**src/design/lbd_pkg.sv**
```systemverilog
`default_nettype none
package lbd_pkg;
  // ---------------------------------------------------------------
  // ownership status values
  // ---------------------------------------------------------------
  localparam logic [7:0] OWN_READY   = 8'hFF;  // assembled, not yet sent
  localparam logic [7:0] OWN_OPENED  = 8'h00;  // device has begun sending
  // ---------------------------------------------------------------
  // transmit descriptor byte offsets (8-byte entry)
  // ---------------------------------------------------------------
  localparam logic [2:0] DSC_COL     = 3'h0;
  localparam logic [2:0] DSC_STAT    = 3'h1;
  localparam logic [2:0] DSC_START_L = 3'h2;
  localparam logic [2:0] DSC_START_H = 3'h3;
  localparam logic [2:0] DSC_LEN_L   = 3'h4;
  localparam logic [2:0] DSC_LEN_H   = 3'h5;
  localparam logic [2:0] DSC_CFG     = 3'h6;
  localparam logic [15:0] DSC_SIZE   = 16'h0008;
  // ---------------------------------------------------------------
  // receive packet header layout (page offset 00h onward)
  // ---------------------------------------------------------------
  localparam logic [7:0]  HDR_STAT   = 8'h00;
  localparam logic [7:0]  HDR_NEXT   = 8'h01;
  localparam logic [7:0]  HDR_CNT_L  = 8'h02;
  localparam logic [7:0]  HDR_CNT_H  = 8'h03;
  localparam logic [7:0]  HDR_BYTES  = 8'h04;
  localparam logic [7:0]  PAGE_LAST  = 8'hFF;
  // ---------------------------------------------------------------
  // enhancement register field and reset values
  // ---------------------------------------------------------------
  localparam int          ENH_QMODE_BIT = 5;  // 1 selects linked-list receive
  localparam logic [15:0] TAB_RESET     = 16'h0000;
  localparam logic [7:0]  PAGE_RESET    = 8'h00;
  // ---------------------------------------------------------------
  // carriers
  // ---------------------------------------------------------------
  typedef struct packed {
    logic        req;
    logic        we;
    logic [15:0] addr;
    logic [7:0]  wdata;
  } lbd_mem_req_t;
  typedef struct packed {
    logic [15:0] start;
    logic [15:0] len;
    logic [7:0]  cfg;
  } lbd_tx_job_t;
  typedef enum logic [2:0] {
    TX_IDLE = 3'b000,
    TX_RD   = 3'b001,
    TX_OPEN = 3'b010,
    TX_WAIT = 3'b011,
    TX_WCOL = 3'b100,
    TX_WST  = 3'b101
  } lbd_tx_state_t;
  typedef enum logic [2:0] {
    RX_IDLE = 3'b000,
    RX_WR   = 3'b001,
    RX_HDR  = 3'b010,
    RX_DROP = 3'b011,
    RX_NEXT = 3'b100
  } lbd_rx_state_t;
endpackage : lbd_pkg
`default_nettype wire

```
**src/design/lbd_dma.sv**
```systemverilog
`timescale 1ns/1ps
`default_nettype none
// Functional notes
// - non-FF entry after last frame ends queue
// - go command accepted anytime, new frame sent
// - queue end raises complete; appended portion again
// - unopened descriptors keep FF status
// - descriptor byte layout, lanes little-endian
// - collision count written back per frame
// - status 00 open, mid done, FF ready
// - start bytes form one 16-bit pointer
// - length bytes give bytes to send
// - config byte loaded per frame, unused ignored
// - enhancement bit selects receive buffering scheme; when set, receive is only held idle
// - packets stored in ring of 256-byte pages
// - start page first, end page excluded
// - packet uses consecutive pages, 4-byte header
// - header: status, next page, count lo/hi
// - data then four CRC bytes in order
// - end page wraps to ring first page
// - boundary page open aborts, sets both flags
// - FF read, body read, 00 written, status later
module lbd_dma (
  // clock and reset
  input  wire logic                 sys_clk,
  input  wire logic                 rst,
  // command and configuration
  input  wire logic                 transmit_go_cmd,
  input  wire logic                 halt_cmd_bit,
  input  wire logic [7:0]           enhancement_reg,
  input  wire logic [7:0]           tx_tab_begin,
  input  wire logic [7:0]           tx_tab_end,
  input  wire logic                 tx_tab_load,
  input  wire logic [15:0]          tx_tab_init,
  input  wire logic [7:0]           ring_first_page,
  input  wire logic [7:0]           ring_end_page,
  input  wire logic [7:0]           boundary_page,
  input  wire logic                 ring_write_load,
  input  wire logic [7:0]           ring_write_init,
  input  wire logic                 flags_clr,
  // transmit memory port
  output lbd_pkg::lbd_mem_req_t     tx_mem_o,
  input  wire logic                 tx_mem_ack,
  input  wire logic [7:0]           tx_mem_rdata,
  // transmit engine handshake
  output lbd_pkg::lbd_tx_job_t      tx_job_o,
  output logic                      tx_start_o,
  input  wire logic                 tx_done,
  input  wire logic                 tx_abort,
  input  wire logic [7:0]           tx_status,
  input  wire logic [7:0]           tx_collisions,
  // transmit status
  output logic                      tx_complete_o,
  output logic                      tx_halted_o,
  output logic [15:0]               tx_tab_ptr_o,
  // receive byte stream
  input  wire logic                 rx_valid,
  input  wire logic [7:0]           rx_data,
  input  wire logic                 rx_last,
  input  wire logic [7:0]           rx_status,
  output logic                      rx_ready_o,
  // receive memory port
  output lbd_pkg::lbd_mem_req_t     rx_mem_o,
  input  wire logic                 rx_mem_ack,
  // receive status
  output logic [7:0]                ring_write_page_o,
  output logic                      rx_frame_done_o,
  output logic                      overwrite_flag_o,
  output logic                      missed_packet_bit_o
);
  import lbd_pkg::*;

  // ---------------------------------------------------------------
  // helpers
  // ---------------------------------------------------------------
  // page after p, folding the excluded end page back to the first
  function automatic logic [7:0] ring_next(input logic [7:0] p,
                                           input logic [7:0] first,
                                           input logic [7:0] stop);
    logic [7:0] n;
    n = p + 8'h01;
    ring_next = (n == stop) ? first : n;
  endfunction

  // descriptor entry after e, wrapping the table at its end page
  function automatic logic [15:0] tab_next(input logic [15:0] e,
                                           input logic [7:0] first,
                                           input logic [7:0] stop);
    logic [15:0] n;
    n = e + DSC_SIZE;
    tab_next = (n[15:8] == stop) ? {first, 8'h00} : n;
  endfunction

  // ---------------------------------------------------------------
  // transmit queue walker
  // ---------------------------------------------------------------
  lbd_tx_state_t tx_state_q;
  logic [2:0]    tx_idx_q;
  logic          go_pend_q;
  logic          tx_end_q;      // finished frame closes the chain
  logic [7:0]    tx_stat_q;

  // go request is remembered until the walker is idle and not halted; a new go in the
  // same cycle as the clear wins, so an appended frame is never lost
  always_ff @(posedge sys_clk or posedge rst) begin
    if (rst) begin
      go_pend_q <= 1'b0;
    end else if (transmit_go_cmd) begin
      go_pend_q <= 1'b1;
    end else if (tx_state_q == TX_IDLE && !halt_cmd_bit) begin
      go_pend_q <= 1'b0;
    end
  end

  always_ff @(posedge sys_clk or posedge rst) begin
    if (rst) begin
      tx_state_q    <= TX_IDLE;
      tx_idx_q      <= DSC_STAT;
      tx_mem_o      <= '0;
      tx_job_o      <= '0;
      tx_start_o    <= 1'b0;
      tx_complete_o <= 1'b0;
      tx_halted_o   <= 1'b0;
      tx_tab_ptr_o  <= TAB_RESET;
      tx_end_q      <= 1'b0;
      tx_stat_q     <= 8'h00;
    end else begin
      tx_start_o    <= 1'b0;
      tx_complete_o <= 1'b0;
      case (tx_state_q)
        TX_IDLE: begin
          tx_halted_o <= halt_cmd_bit;
          if (tx_tab_load) begin
            tx_tab_ptr_o <= tx_tab_init;
          end else if (go_pend_q && !halt_cmd_bit) begin
            tx_idx_q   <= DSC_STAT; // status is checked first
            tx_state_q <= TX_RD;
          end
        end
        TX_RD: begin
          if (!tx_mem_o.req) begin
            tx_mem_o <= '{req: 1'b1, we: 1'b0, addr: tx_tab_ptr_o + {13'h0, tx_idx_q}, wdata: 8'h00};
          end else if (tx_mem_ack) begin
            tx_mem_o.req <= 1'b0;
            case (tx_idx_q)
              DSC_STAT: begin
                if (tx_mem_rdata != OWN_READY) begin
                  // queue end: entry left untouched, chain reported done
                  tx_complete_o <= 1'b1;
                  tx_state_q    <= TX_IDLE;
                end else begin
                  tx_idx_q <= DSC_START_L;
                end
              end
              DSC_START_L: tx_job_o.start[7:0]  <= tx_mem_rdata;
              DSC_START_H: tx_job_o.start[15:8] <= tx_mem_rdata;
              DSC_LEN_L:   tx_job_o.len[7:0]    <= tx_mem_rdata;
              DSC_LEN_H:   tx_job_o.len[15:8]   <= tx_mem_rdata;
              DSC_CFG:     tx_job_o.cfg         <= tx_mem_rdata;
              default:     tx_job_o             <= tx_job_o;
            endcase
            // the unused byte after config is never fetched
            if (tx_idx_q == DSC_CFG) begin
              tx_state_q <= TX_OPEN;
            end else if (tx_idx_q != DSC_STAT) begin
              tx_idx_q <= tx_idx_q + 3'h1;
            end
          end
        end
        TX_OPEN: begin
          // mark opened only once the whole entry is in hand
          if (!tx_mem_o.req) begin
            tx_mem_o <= '{req: 1'b1, we: 1'b1, addr: tx_tab_ptr_o + {13'h0, DSC_STAT}, wdata: OWN_OPENED};
          end else if (tx_mem_ack) begin
            tx_mem_o.req <= 1'b0;
            tx_start_o   <= 1'b1;
            tx_state_q   <= TX_WAIT;
          end
        end
        TX_WAIT: begin
          if (tx_done) begin
            tx_stat_q  <= tx_status;
            tx_end_q   <= tx_abort || halt_cmd_bit;
            tx_mem_o   <= '{req: 1'b1, we: 1'b1, addr: tx_tab_ptr_o + {13'h0, DSC_COL}, wdata: tx_collisions};
            tx_state_q <= TX_WCOL;
          end
        end
        TX_WCOL: begin
          if (tx_mem_ack) begin
            tx_mem_o   <= '{req: 1'b1, we: 1'b1, addr: tx_tab_ptr_o + {13'h0, DSC_STAT}, wdata: tx_stat_q};
            tx_state_q <= TX_WST;
          end
        end
        TX_WST: begin
          if (tx_mem_ack) begin
            tx_mem_o.req <= 1'b0;
            // pointer moves on so a halt leaves it at the first unsent entry
            tx_tab_ptr_o <= tab_next(tx_tab_ptr_o, tx_tab_begin, tx_tab_end);
            tx_idx_q     <= DSC_STAT;
            if (tx_end_q) begin
              tx_complete_o <= 1'b1;
              tx_state_q    <= TX_IDLE;
            end else begin
              tx_state_q <= TX_RD;
            end
          end
        end
        default: tx_state_q <= TX_IDLE;
      endcase
    end
  end

  // ---------------------------------------------------------------
  // receive ring store
  // ---------------------------------------------------------------
  lbd_rx_state_t rx_state_q;
  logic [7:0]    rx_page_q;     // page being written
  logic [7:0]    rx_off_q;      // next offset within that page
  logic [15:0]   rx_cnt_q;      // header plus data plus CRC bytes
  logic [7:0]    rx_stat_q;
  logic [7:0]    rx_nextp_q;
  logic [1:0]    rx_hidx_q;
  logic          ring_mode;
  logic          rx_take;

  assign ring_mode = !enhancement_reg[ENH_QMODE_BIT];
  assign rx_take   = rx_valid && rx_ready_o;

  // byte of the header selected by index
  function automatic logic [7:0] hdr_byte(input logic [1:0] i, input logic [7:0] st,
                                          input logic [7:0] nx, input logic [15:0] cnt);
    case (i)
      2'h0:    hdr_byte = st;
      2'h1:    hdr_byte = nx;
      2'h2:    hdr_byte = cnt[7:0];
      default: hdr_byte = cnt[15:8];
    endcase
  endfunction

  // flags: hardware set wins over a clear in the same cycle
  always_ff @(posedge sys_clk or posedge rst) begin
    if (rst) begin
      overwrite_flag_o    <= 1'b0;
      missed_packet_bit_o <= 1'b0;
    end else if (rx_state_q == RX_WR && rx_take && rx_off_q == 8'h00
                 && rx_page_q == boundary_page) begin
      overwrite_flag_o    <= 1'b1;
      missed_packet_bit_o <= 1'b1;
    end else if (flags_clr) begin
      overwrite_flag_o    <= 1'b0;
      missed_packet_bit_o <= 1'b0;
    end
  end

  always_ff @(posedge sys_clk or posedge rst) begin
    if (rst) begin
      rx_state_q        <= RX_IDLE;
      rx_page_q         <= PAGE_RESET;
      rx_off_q          <= 8'h00;
      rx_cnt_q          <= 16'h0000;
      rx_stat_q         <= 8'h00;
      rx_nextp_q        <= PAGE_RESET;
      rx_hidx_q         <= 2'h0;
      rx_ready_o        <= 1'b0;
      rx_mem_o          <= '0;
      ring_write_page_o <= PAGE_RESET;
      rx_frame_done_o   <= 1'b0;
    end else begin
      rx_frame_done_o <= 1'b0;
      case (rx_state_q)
        RX_IDLE: begin
          rx_ready_o <= 1'b0;
          if (ring_write_load) begin
            ring_write_page_o <= ring_write_init;
          end else if (ring_mode) begin
            // data starts past the header in the current page
            rx_page_q  <= ring_write_page_o;
            rx_off_q   <= HDR_BYTES;
            rx_cnt_q   <= {8'h00, HDR_BYTES};
            rx_ready_o <= 1'b1;
            rx_state_q <= RX_WR;
          end
        end
        RX_WR: begin
          if (rx_take) begin
            rx_ready_o <= 1'b0;
            if (rx_last) begin
              rx_stat_q <= rx_status;
            end
            if (rx_off_q == 8'h00 && rx_page_q == boundary_page) begin
              // protected page stays unwritten; rest of frame is dropped
              rx_ready_o <= !rx_last;
              rx_state_q <= rx_last ? RX_IDLE : RX_DROP;
            end else begin
              rx_mem_o <= '{req: 1'b1, we: 1'b1, addr: {rx_page_q, rx_off_q}, wdata: rx_data};
              rx_cnt_q <= rx_cnt_q + 16'h0001;
              rx_hidx_q <= rx_last ? 2'h3 : 2'h0; // marks the final byte
            end
          end else if (rx_mem_o.req && rx_mem_ack) begin
            rx_mem_o.req <= 1'b0;
            rx_off_q     <= rx_off_q + 8'h01;
            if (rx_off_q == PAGE_LAST) begin
              rx_page_q <= ring_next(rx_page_q, ring_first_page, ring_end_page);
            end
            if (rx_hidx_q == 2'h3) begin
              rx_state_q <= RX_NEXT;
            end else begin
              rx_ready_o <= 1'b1;
            end
          end
        end
        RX_NEXT: begin
          // a page only partly filled still counts as used
          rx_nextp_q <= (rx_off_q == 8'h00) ? rx_page_q
                        : ring_next(rx_page_q, ring_first_page, ring_end_page);
          rx_hidx_q  <= 2'h0;
          rx_state_q <= RX_HDR;
        end
        RX_HDR: begin
          if (!rx_mem_o.req) begin
            rx_mem_o <= '{req: 1'b1, we: 1'b1, addr: {ring_write_page_o, 6'h00, rx_hidx_q},
                          wdata: hdr_byte(rx_hidx_q, rx_stat_q, rx_nextp_q, rx_cnt_q)};
          end else if (rx_mem_ack) begin
            rx_mem_o.req <= 1'b0;
            rx_hidx_q    <= rx_hidx_q + 2'h1;
            if (rx_hidx_q == 2'h3) begin
              // header last, so software never sees a half-stored packet
              ring_write_page_o <= rx_nextp_q;
              rx_frame_done_o   <= 1'b1;
              rx_state_q        <= RX_IDLE;
            end
          end
        end
        RX_DROP: begin
          if (rx_valid && rx_last) begin
            rx_ready_o <= 1'b0;
            rx_state_q <= RX_IDLE;
          end
        end
        default: rx_state_q <= RX_IDLE;
      endcase
    end
  end

endmodule // lbd_dma
`default_nettype wire

```
**config.mk**
```make
export PLATFORM = sky130hd
export DESIGN_NAME = lbd_dma
export DESIGN_NICKNAME = d
export VERILOG_FILES = /design/src/design/lbd_pkg.sv /design/src/design/lbd_dma.sv
export SDC_FILE = /design/constraint.sdc
export NUM_CORES = 1
export LEC_CHECK = 0
export CAP_MARGIN = 40
export CORE_ASPECT_RATIO = 1.4
export CORE_MARGIN = 2
export CORE_UTILIZATION = 25
export DETAILED_ROUTE_END_ITERATION = 6
export DONT_BUFFER_PORTS = 1
export PLACE_DENSITY_LB_ADDON = 0.1
export SYNTH_ARGS = -nofsm -noshare
export SYNTH_HDL_FRONTEND = slang
export SYNTH_SLANG_ARGS = --single-unit
```
**constraint.sdc**
```tcl
create_clock -name sys_clk -period 6.12 [get_ports sys_clk]
set_input_delay 0.612 -clock sys_clk [delete_from_list [all_inputs] [get_ports sys_clk]]
set_output_delay 0.612 -clock sys_clk [all_outputs]
set_load 0.02 [all_outputs]
```
# == After elaboration in Yosys (flattened, before gate mapping) ==
# Cells that the tools add are included.
# totals
register_bits,191
# classes
addsub,8
n_eq_ne,56
n_mux,111
reduce_logical,49
# op_table
operator,count
8-bit 2-to-1 mux,15
16-bit 2-to-1 mux,7
25-bit 2-to-1 mux,4
25-bit one-hot mux with 4 select lines,1
3-bit 2-to-1 mux,29
26-bit 2-to-1 mux,3
16-bit one-hot mux with 2 select lines,2
26-bit one-hot mux with 2 select lines,1
8-bit one-hot mux with 2 select lines,3
"2-bit inequality test, second input constant",22
"16-bit by 1-bit adder with 16-bit output, second input constant",2
1-bit 2-to-1 mux,32
4-bit AND reduction,8
5-bit AND reduction,5
8-bit equality test,3
8-bit one-hot mux with 3 select lines,1
"3-bit by 2-bit equality test with 1-bit output, second input constant",6
"3-bit equality test, second input constant",6
3-bit one-hot mux with 6 select lines,1
16-bit by 3-bit adder with 16-bit output,1
"16-bit by 4-bit adder with 16-bit output, second input constant",1
"8-bit by 1-bit adder with 8-bit output, second input constant",2
3-bit one-hot mux with 5 select lines,1
2-bit 2-to-1 mux,6
other kinds (31),62

# == Longest topological paths before layout ==
# Gate-level depths: netlist (run 1).
# logic_depth
depth_word,8
mapped_depth,12
mapped_depth_nobuf,9

# == Worst setup path after synthesis (run 1) ==
# Ideal clock, no wire load.
# synth_timing
path_type,register to register
startpoint,reg tx_tab_ptr_o[3]
endpoint,reg tx_tab_ptr_o[3]
setup_ps,133
arrival_time_ps,2390
t_required_ps,5987
path_slack_ps,3597
path_stages_with_launch,10
n_path_buf,1
period_less_slack_ps,2523
path_cell_list,dfrtp_1 ha_1 nand3_2 o311ai_0 o2111ai_1 nor4b_2 nand4_2 buf_6 a221oi_2 a21oi_1
# synth_via
elab_chain_len,5
# synth_rtl
item,line_no,text
from (decl),lbd_dma.sv:55,"output logic [15:0] tx_tab_ptr_o,"
from (signal assigned),lbd_dma.sv:134,tx_tab_ptr_o <= tx_tab_init;
from (signal assigned),lbd_dma.sv:198,"tx_tab_ptr_o <= tab_next(tx_tab_ptr_o, tx_tab_begin, tx_tab_end);"
16-bit by 4-bit adder with 16-bit output (*),lbd_dma.sv:90,n = e + DSC_SIZE;
8-bit equality test,lbd_dma.sv:91,"tab_next = (n[15:8] == stop) ? {first, 8'h00} : n;"
16-bit 2-to-1 mux (*),lbd_dma.sv:91,
16-bit 2-to-1 mux (*),lbd_dma.sv:195,if (tx_mem_ack) begin
16-bit one-hot mux with 2 select lines (*),lbd_dma.sv:130,case (tx_state_q)
# Mark *: on every way between the ends. The rest lies on a longest branch, timed or not. The select of a mux whose other input is x is not followed.
# A chain may end at the register's enable or synchronous reset.

# == Final worst setup path (run 1) ==
# Ends and elaborated chain as after synthesis.

==> impl_metrics.toml, run 1 <==
[route]
wl_per_cell_um = 20.89
vias = 7743
drc = 0
drt_iter0_drc = 374
ant_nets = 0
vias_per_cell = 4.932
finalWirelength_mm = 32.80
dr.pass1.iters = 5

[synthesis]
yosysSeqAreaShare = 0.4627
syn_area_um2 = 10330
synthArstFlopShare = 1.000
postSynthAreaPerCell_um2 = 9.840
syn-num-nets = 1194
syn_inst = 1050
ys_types = 71
synth-seq-cells = 191
ys.flop_type = "dfrtp_1"
synth-edff-count = 0
yosys_warnings = 0

[placement]
dp_cells = 1539
dp_hpwl_mm = 24.32
place.gp.congestion = 0.7582
placed_area_um2 = 10830
portBuffers = 0

[clocking]
clock-sinks = 191
clk_pin_slew_worst_paths_ps = 90
clock_latency_ps = 460
clockRootBuffer = "clkbuf_16"
clk_path_buf_depth = 2
htreeDepth = 4
cts_tree = "yes"
cts.repair.resized = 0
hold_buffers = 0
post_cts_buffers = 0
cts_inserted_buffers = 17

[finish]
layout.cells.non_filler = 1570
final_common_cell = "dfrtp_1"
drive_gt1_frac = 0.1350
final_area_um2 = 11440
final_cell_mix = "190 x dfrtp_1, 98 x nor2_1, 94 x nand2_1"
diodes = 0
area_growth_pct = 10.75
final_nets = 1162

[setup_path]
path_max_fanout = 14
cp_data_required_time_ps = 6430
arrival_ps = 3820
startpoint_type = "flop"
cp-end-kind = "flop"
critPathKind = "flop to flop"
reg2reg_slack_ps = 2610

[floorplan]
die_w_um = 175.8
die_area_um2 = 42990
fp.coreArea_um2 = 40960
start_util = 0.2523
row_count = 88
ios = 248
die_y_um = 244.5

[status]
status = "completed"

[hold_path]
hp-class = "input port to asynchronous set/reset pin"

[global_route]
grt_overflow = 0
grt_max_degree = 95
grt_pass1_wl_mm = 51.00
antenna_found_initial = 6
track_usage = 0.1549
grt_pass1_vias = 8098

[timing]
hold_ws_ps = 120.0
rsz0062_at_grt = "no"
finalHoldViolations = 0
final.setup_skew_ps = 17.29
period_share = 0.5735
setup_tns_ps = 0
fin_crit_ps = 3510
final-setup-viol-count = 0
slew_viol_final = 0
fmax_ghz = 0.2849
tightest_slew_ps = 837.6
slew-limit-headroom = 0.4379

[power]
powerDensity_nw_per_um2 = 524.6
ir_drop_v = 0.0001730
p_leak_nw = 4.861
power.total_w = 0.006003

[run]
cap_viol_max_count = 0
kinds of logic after synthesis:
kind of cell               share of synthesized area
DFF                                           0.4627
xor gates and xnor gates                     0.06261
adders and majority gates                    0.02374
AOI/OAI and AO/OA                             0.1412
and+or+nand+nor                               0.1661
buffers and inverters                        0.04311
muxes                                         0.1005
routing by layer:
metal | wire [um] | global-route usage
met1 | 12460 | 0.1663
met5 | 82 | 0
met4 | 631 | 0.05177
met2 | 17610 | 0.2882
met3 | 2015 | 0.04431
worst max-delay path, stage by stage (launching register included):
cell       delay [ps]
dfrtp_1           600
ha_1              370
nand3_2           230
nor3_1            510
o2111ai_1         230
nor4b_2           330
nand4_2           570
a221oi_2          450
a21oi_1            70
metrics by stage:
stage	worst slack, ps	utilization
floorplan	310.8	-
global placement	2703	0.2634
detailed placement	2607	0.2643
CTS	2592	0.2794
global route	2344	0.2794
finish	2610	0.2794
where the power goes:
group	switching, W	leakage [nW]	total (W)	internal, W
registers	0.00107	2.42	0.00280	0.00173
clock network	0.000568	0.292	0.00123	0.000665
logic	0.00111	2.15	0.00197	0.000867
state kept, by name, indices dropped and copies added (netlist names), 16 cells and up:
register      count
tx_job_o         40
rx_mem_o         26
tx_mem_o         26
rx_cnt_q         16
tx_tab_ptr_o     16
path summary, 6_finish.rpt:
kind / from / end / cells past startpoint
max: tx_tab_ptr_o[3] / tx_tab_ptr_o[3] / 8
min: rst / rx_mem_o[16] / 1
max reg2reg: tx_tab_ptr_o[3] / tx_tab_ptr_o[3] / 8
min reg2reg: tx_stat_q[0] / tx_stat_q[0] / 1
max in group asynchronous: rst / tx_job_o[19] / 2
min in group sys_clk: flags_clr / missed_packet_bit_o / 1
area by class of cell:
cell class / count / area, um2
clock buffer: 19 / 442.9
timing repair buffer: 15 / 127.6
multi-input combinational: 763 / 5121
tap: 540 / 675.6
inverter: 30 / 120.1
fill: 4391 / 29520
clock inverter: 12 / 175.2
sequential: 191 / 4781
cell usage after synthesis, types with 3 or more instances:
library cell / number / area, um2
dfrtp_1: 190 / 4755
nor2_1: 98 / 367.9
nand2_1: 94 / 352.8
mux2_2: 70 / 788.3
a21oi_1: 69 / 345.3
o21ai_0: 68 / 340.3
clkbuf_1: 38 / 142.6
nand3_1: 37 / 185.2
nor3_1: 32 / 160.2
xor2_1: 31 / 271.5
xnor2_1: 30 / 262.8
inv_1: 29 / 108.9
mux2i_1: 25 / 250.2
a22o_1: 23 / 201.4
ha_1: 18 / 225.2
a31oi_1: 13 / 81.33
buf_2: 12 / 60.06
or3_1: 11 / 68.82
and3_1: 10 / 62.56
nand2b_1: 10 / 62.56
nand4_1: 9 / 56.30
nor3b_1: 9 / 67.56
a222oi_1: 8 / 80.08
buf_4: 8 / 60.06
nor4_1: 8 / 50.05
o22ai_1: 8 / 50.05
a21o_1: 7 / 52.55
and2_1: 5 / 31.28
buf_6: 5 / 56.30
nor2b_1: 5 / 31.28
xnor3_1: 5 / 112.6
and4_1: 4 / 35.03
or2_2: 4 / 25.02
a221oi_1: 3 / 26.28
nor4_2: 3 / 37.54
o211ai_1: 3 / 22.52
o21ai_1: 3 / 15.01
Power figures use the tool's default switching activity.
==> run 2: changes to the inputs <==
==> constraint.sdc (replaced) <==
create_clock -name sys_clk -period 3.6 [get_ports sys_clk]
set_input_delay 0.36 -clock sys_clk [delete_from_list [all_inputs] [get_ports sys_clk]]
set_output_delay 0.36 -clock sys_clk [all_outputs]
set_load 0.02 [all_outputs]
==> impl_metrics.toml, run 2 (synthesis gave the netlist of run 1 again) <==
[setup_path]
r2r_end = "rx_mem_o[0]"
path_cells = "inv_1 -> ha_1 -> nor4b_1 -> and2_1 -> nand3_1 -> and2_1 -> or2_1 -> buf_4 -> nor2_1 -> a21oi_1"
arrival_ps = 3350
startpoint_type = "flop"
path_max_fanout = 32
cp_common_cell = "and2_1"
reg2reg_slack_ps = 570
slowest_delay_ps = 450
cp-end-kind = "flop"
crit_slowest_cell = "and2_1"
cp_data_required_time_ps = 3920
r2r_cells = 10
worst-path-buf-inv = 2
crit_family = "simple AND/OR/NAND/NOR gates"
r2r_start = "rx_off_q[0]"
critPathKind = "flop to flop"

[timing]
slew_viol_final = 0
tightest_slew_ps = 814.2
finalHoldViolations = 0
final-setup-viol-count = 0
rsz0062_at_grt = "no"
setup_tns_ps = 0
fmax_ghz = 0.3303
period_share = 0.8409
fin_crit_ps = 3027
final.setup_skew_ps = 14.93
slew-limit-headroom = 0.4536

[floorplan]
die_area_um2 = 42990
row_count = 88
die_w_um = 175.8
start_util = 0.2523
fp.coreArea_um2 = 40960
ios = 248
die_y_um = 244.5

[finish]
top_regs = "tx_job_o: 40 flops, rx_mem_o: 26 flops, tx_mem_o: 26 flops"
largest_reg_flops = 40
area_growth_pct = 11.71
final_nets = 1181
regMostFlops = "tx_job_o"
fill_cells = 4394
final_common_cell = "dfrtp_1"
drive_gt1_frac = 0.1467
final_area_um2 = 11540
final_cell_mix = "190 x dfrtp_1, 98 x nor2_1, 94 x nand2_1"

[hold_path]
hp-class = "input port to flop"
hold_path_depth = 1
worstHoldStart = "tx_mem_rdata[4]"
min_to = "tx_job_o[4]"

[power]
powerDensity_nw_per_um2 = 881.5
p_leak_nw = 4.922
ir_drop_v = 0.0002996

[global_route]
grt_max_degree = 91
track_usage = 0.1539
grt_pass1_wl_mm = 50.58
grt_pass1_vias = 8021
antenna_found_initial = 6
grt_overflow = 0

[clocking]
htreeDepth = 4
post_cts_buffers = 0
cts.repair.resized = 0
clock_latency_ps = 450
clock-sinks = 191
clk_path_buf_depth = 2
cts_inserted_buffers = 17
clk_pin_slew_worst_paths_ps = 80
cts_tree = "yes"
clockRootBuffer = "clkbuf_16"

[route]
wl_per_cell_um = 20.69
vias_per_cell = 4.900
vias = 7806
dr.pass1.iters = 5
drt_iter0_drc = 429
finalWirelength_mm = 32.96
drc = 0
ant_nets = 0

[placement]
portBuffers = 0
placed_area_um2 = 10940
place.gp.congestion = 0.8033
dp_hpwl_mm = 24.72

[status]
status = "completed"

[run]
cap_viol_max_count = 0
## run 2: power breakdown
group          switching [W]  leakage (nW)  internal [W]
combinational        0.00204          2.24       0.00155
sequential           0.00171          2.42       0.00294
clock               0.000960         0.270      0.000977
total                0.00471          4.92       0.00547
## run 2: layout make-up
type / count / area (um2) / area share
multi-input cells: 763 / 5121 / 0.4437
diodes: 3 / 7.507 / 0.0006504
clock inverters: 12 / 128.9 / 0.01117
clock buffers: 20 / 436.7 / 0.03783
flip-flops and latches: 191 / 4781 / 0.4142
inverters: 30 / 116.4 / 0.01008
repair buffers: 34 / 275.3 / 0.02385
well taps: 540 / 675.6 / 0.05854
## run 2: per-layer routing
metal  part of all wire  wire length [um]  up-vias  global-route usage
met5             0.0017                55        -                   0
met4              0.016               540        8             0.05177
met3              0.066              2184       32             0.05084
met2               0.53             17510      203              0.2814
met1               0.38             12670     3845              0.1651
li1                   -                 -     3718                   -
## run 2: worst max-delay path by stage
stage / start / end / slack [ps] / depth (start not counted)
2_1_floorplan: rst / go_pend_q / 780 / 1
3_3_place_gp: rx_off_q[0] / rx_mem_o[19] / 560 / 10
3_5_place_dp: rx_off_q[0] / rx_mem_o[0] / 500 / 10
4_1_cts: rx_off_q[0] / rx_mem_o[0] / 480 / 10
5_1_grt: rx_off_q[0] / rx_hidx_q[1] / 290 / 9
6_report: rx_off_q[0] / rx_mem_o[0] / 570 / 10
## run 2: repair_timing
action,in CTS,in global routing
setup endpoints to repair,0,0
endpoints found under the hold margin,24,0
hold buffers,3,0
## run 2: per-stage QoR
stage	power, W	util	worst slack [ps]	hold WS [ps]	cells
2_1_floorplan	0.007095	-	778.4	453.2	1050
3_5_place_dp	0.008379	0.2671	495.7	335.1	1555
6_report	0.01017	0.2818	572.8	52.19	1593
3_3_place_gp	0.008343	0.2671	557.8	330.9	1555
4_1_cts	0.01038	0.2816	481.2	17.20	1590
5_1_grt	0.01095	0.2817	287.7	21.08	1591
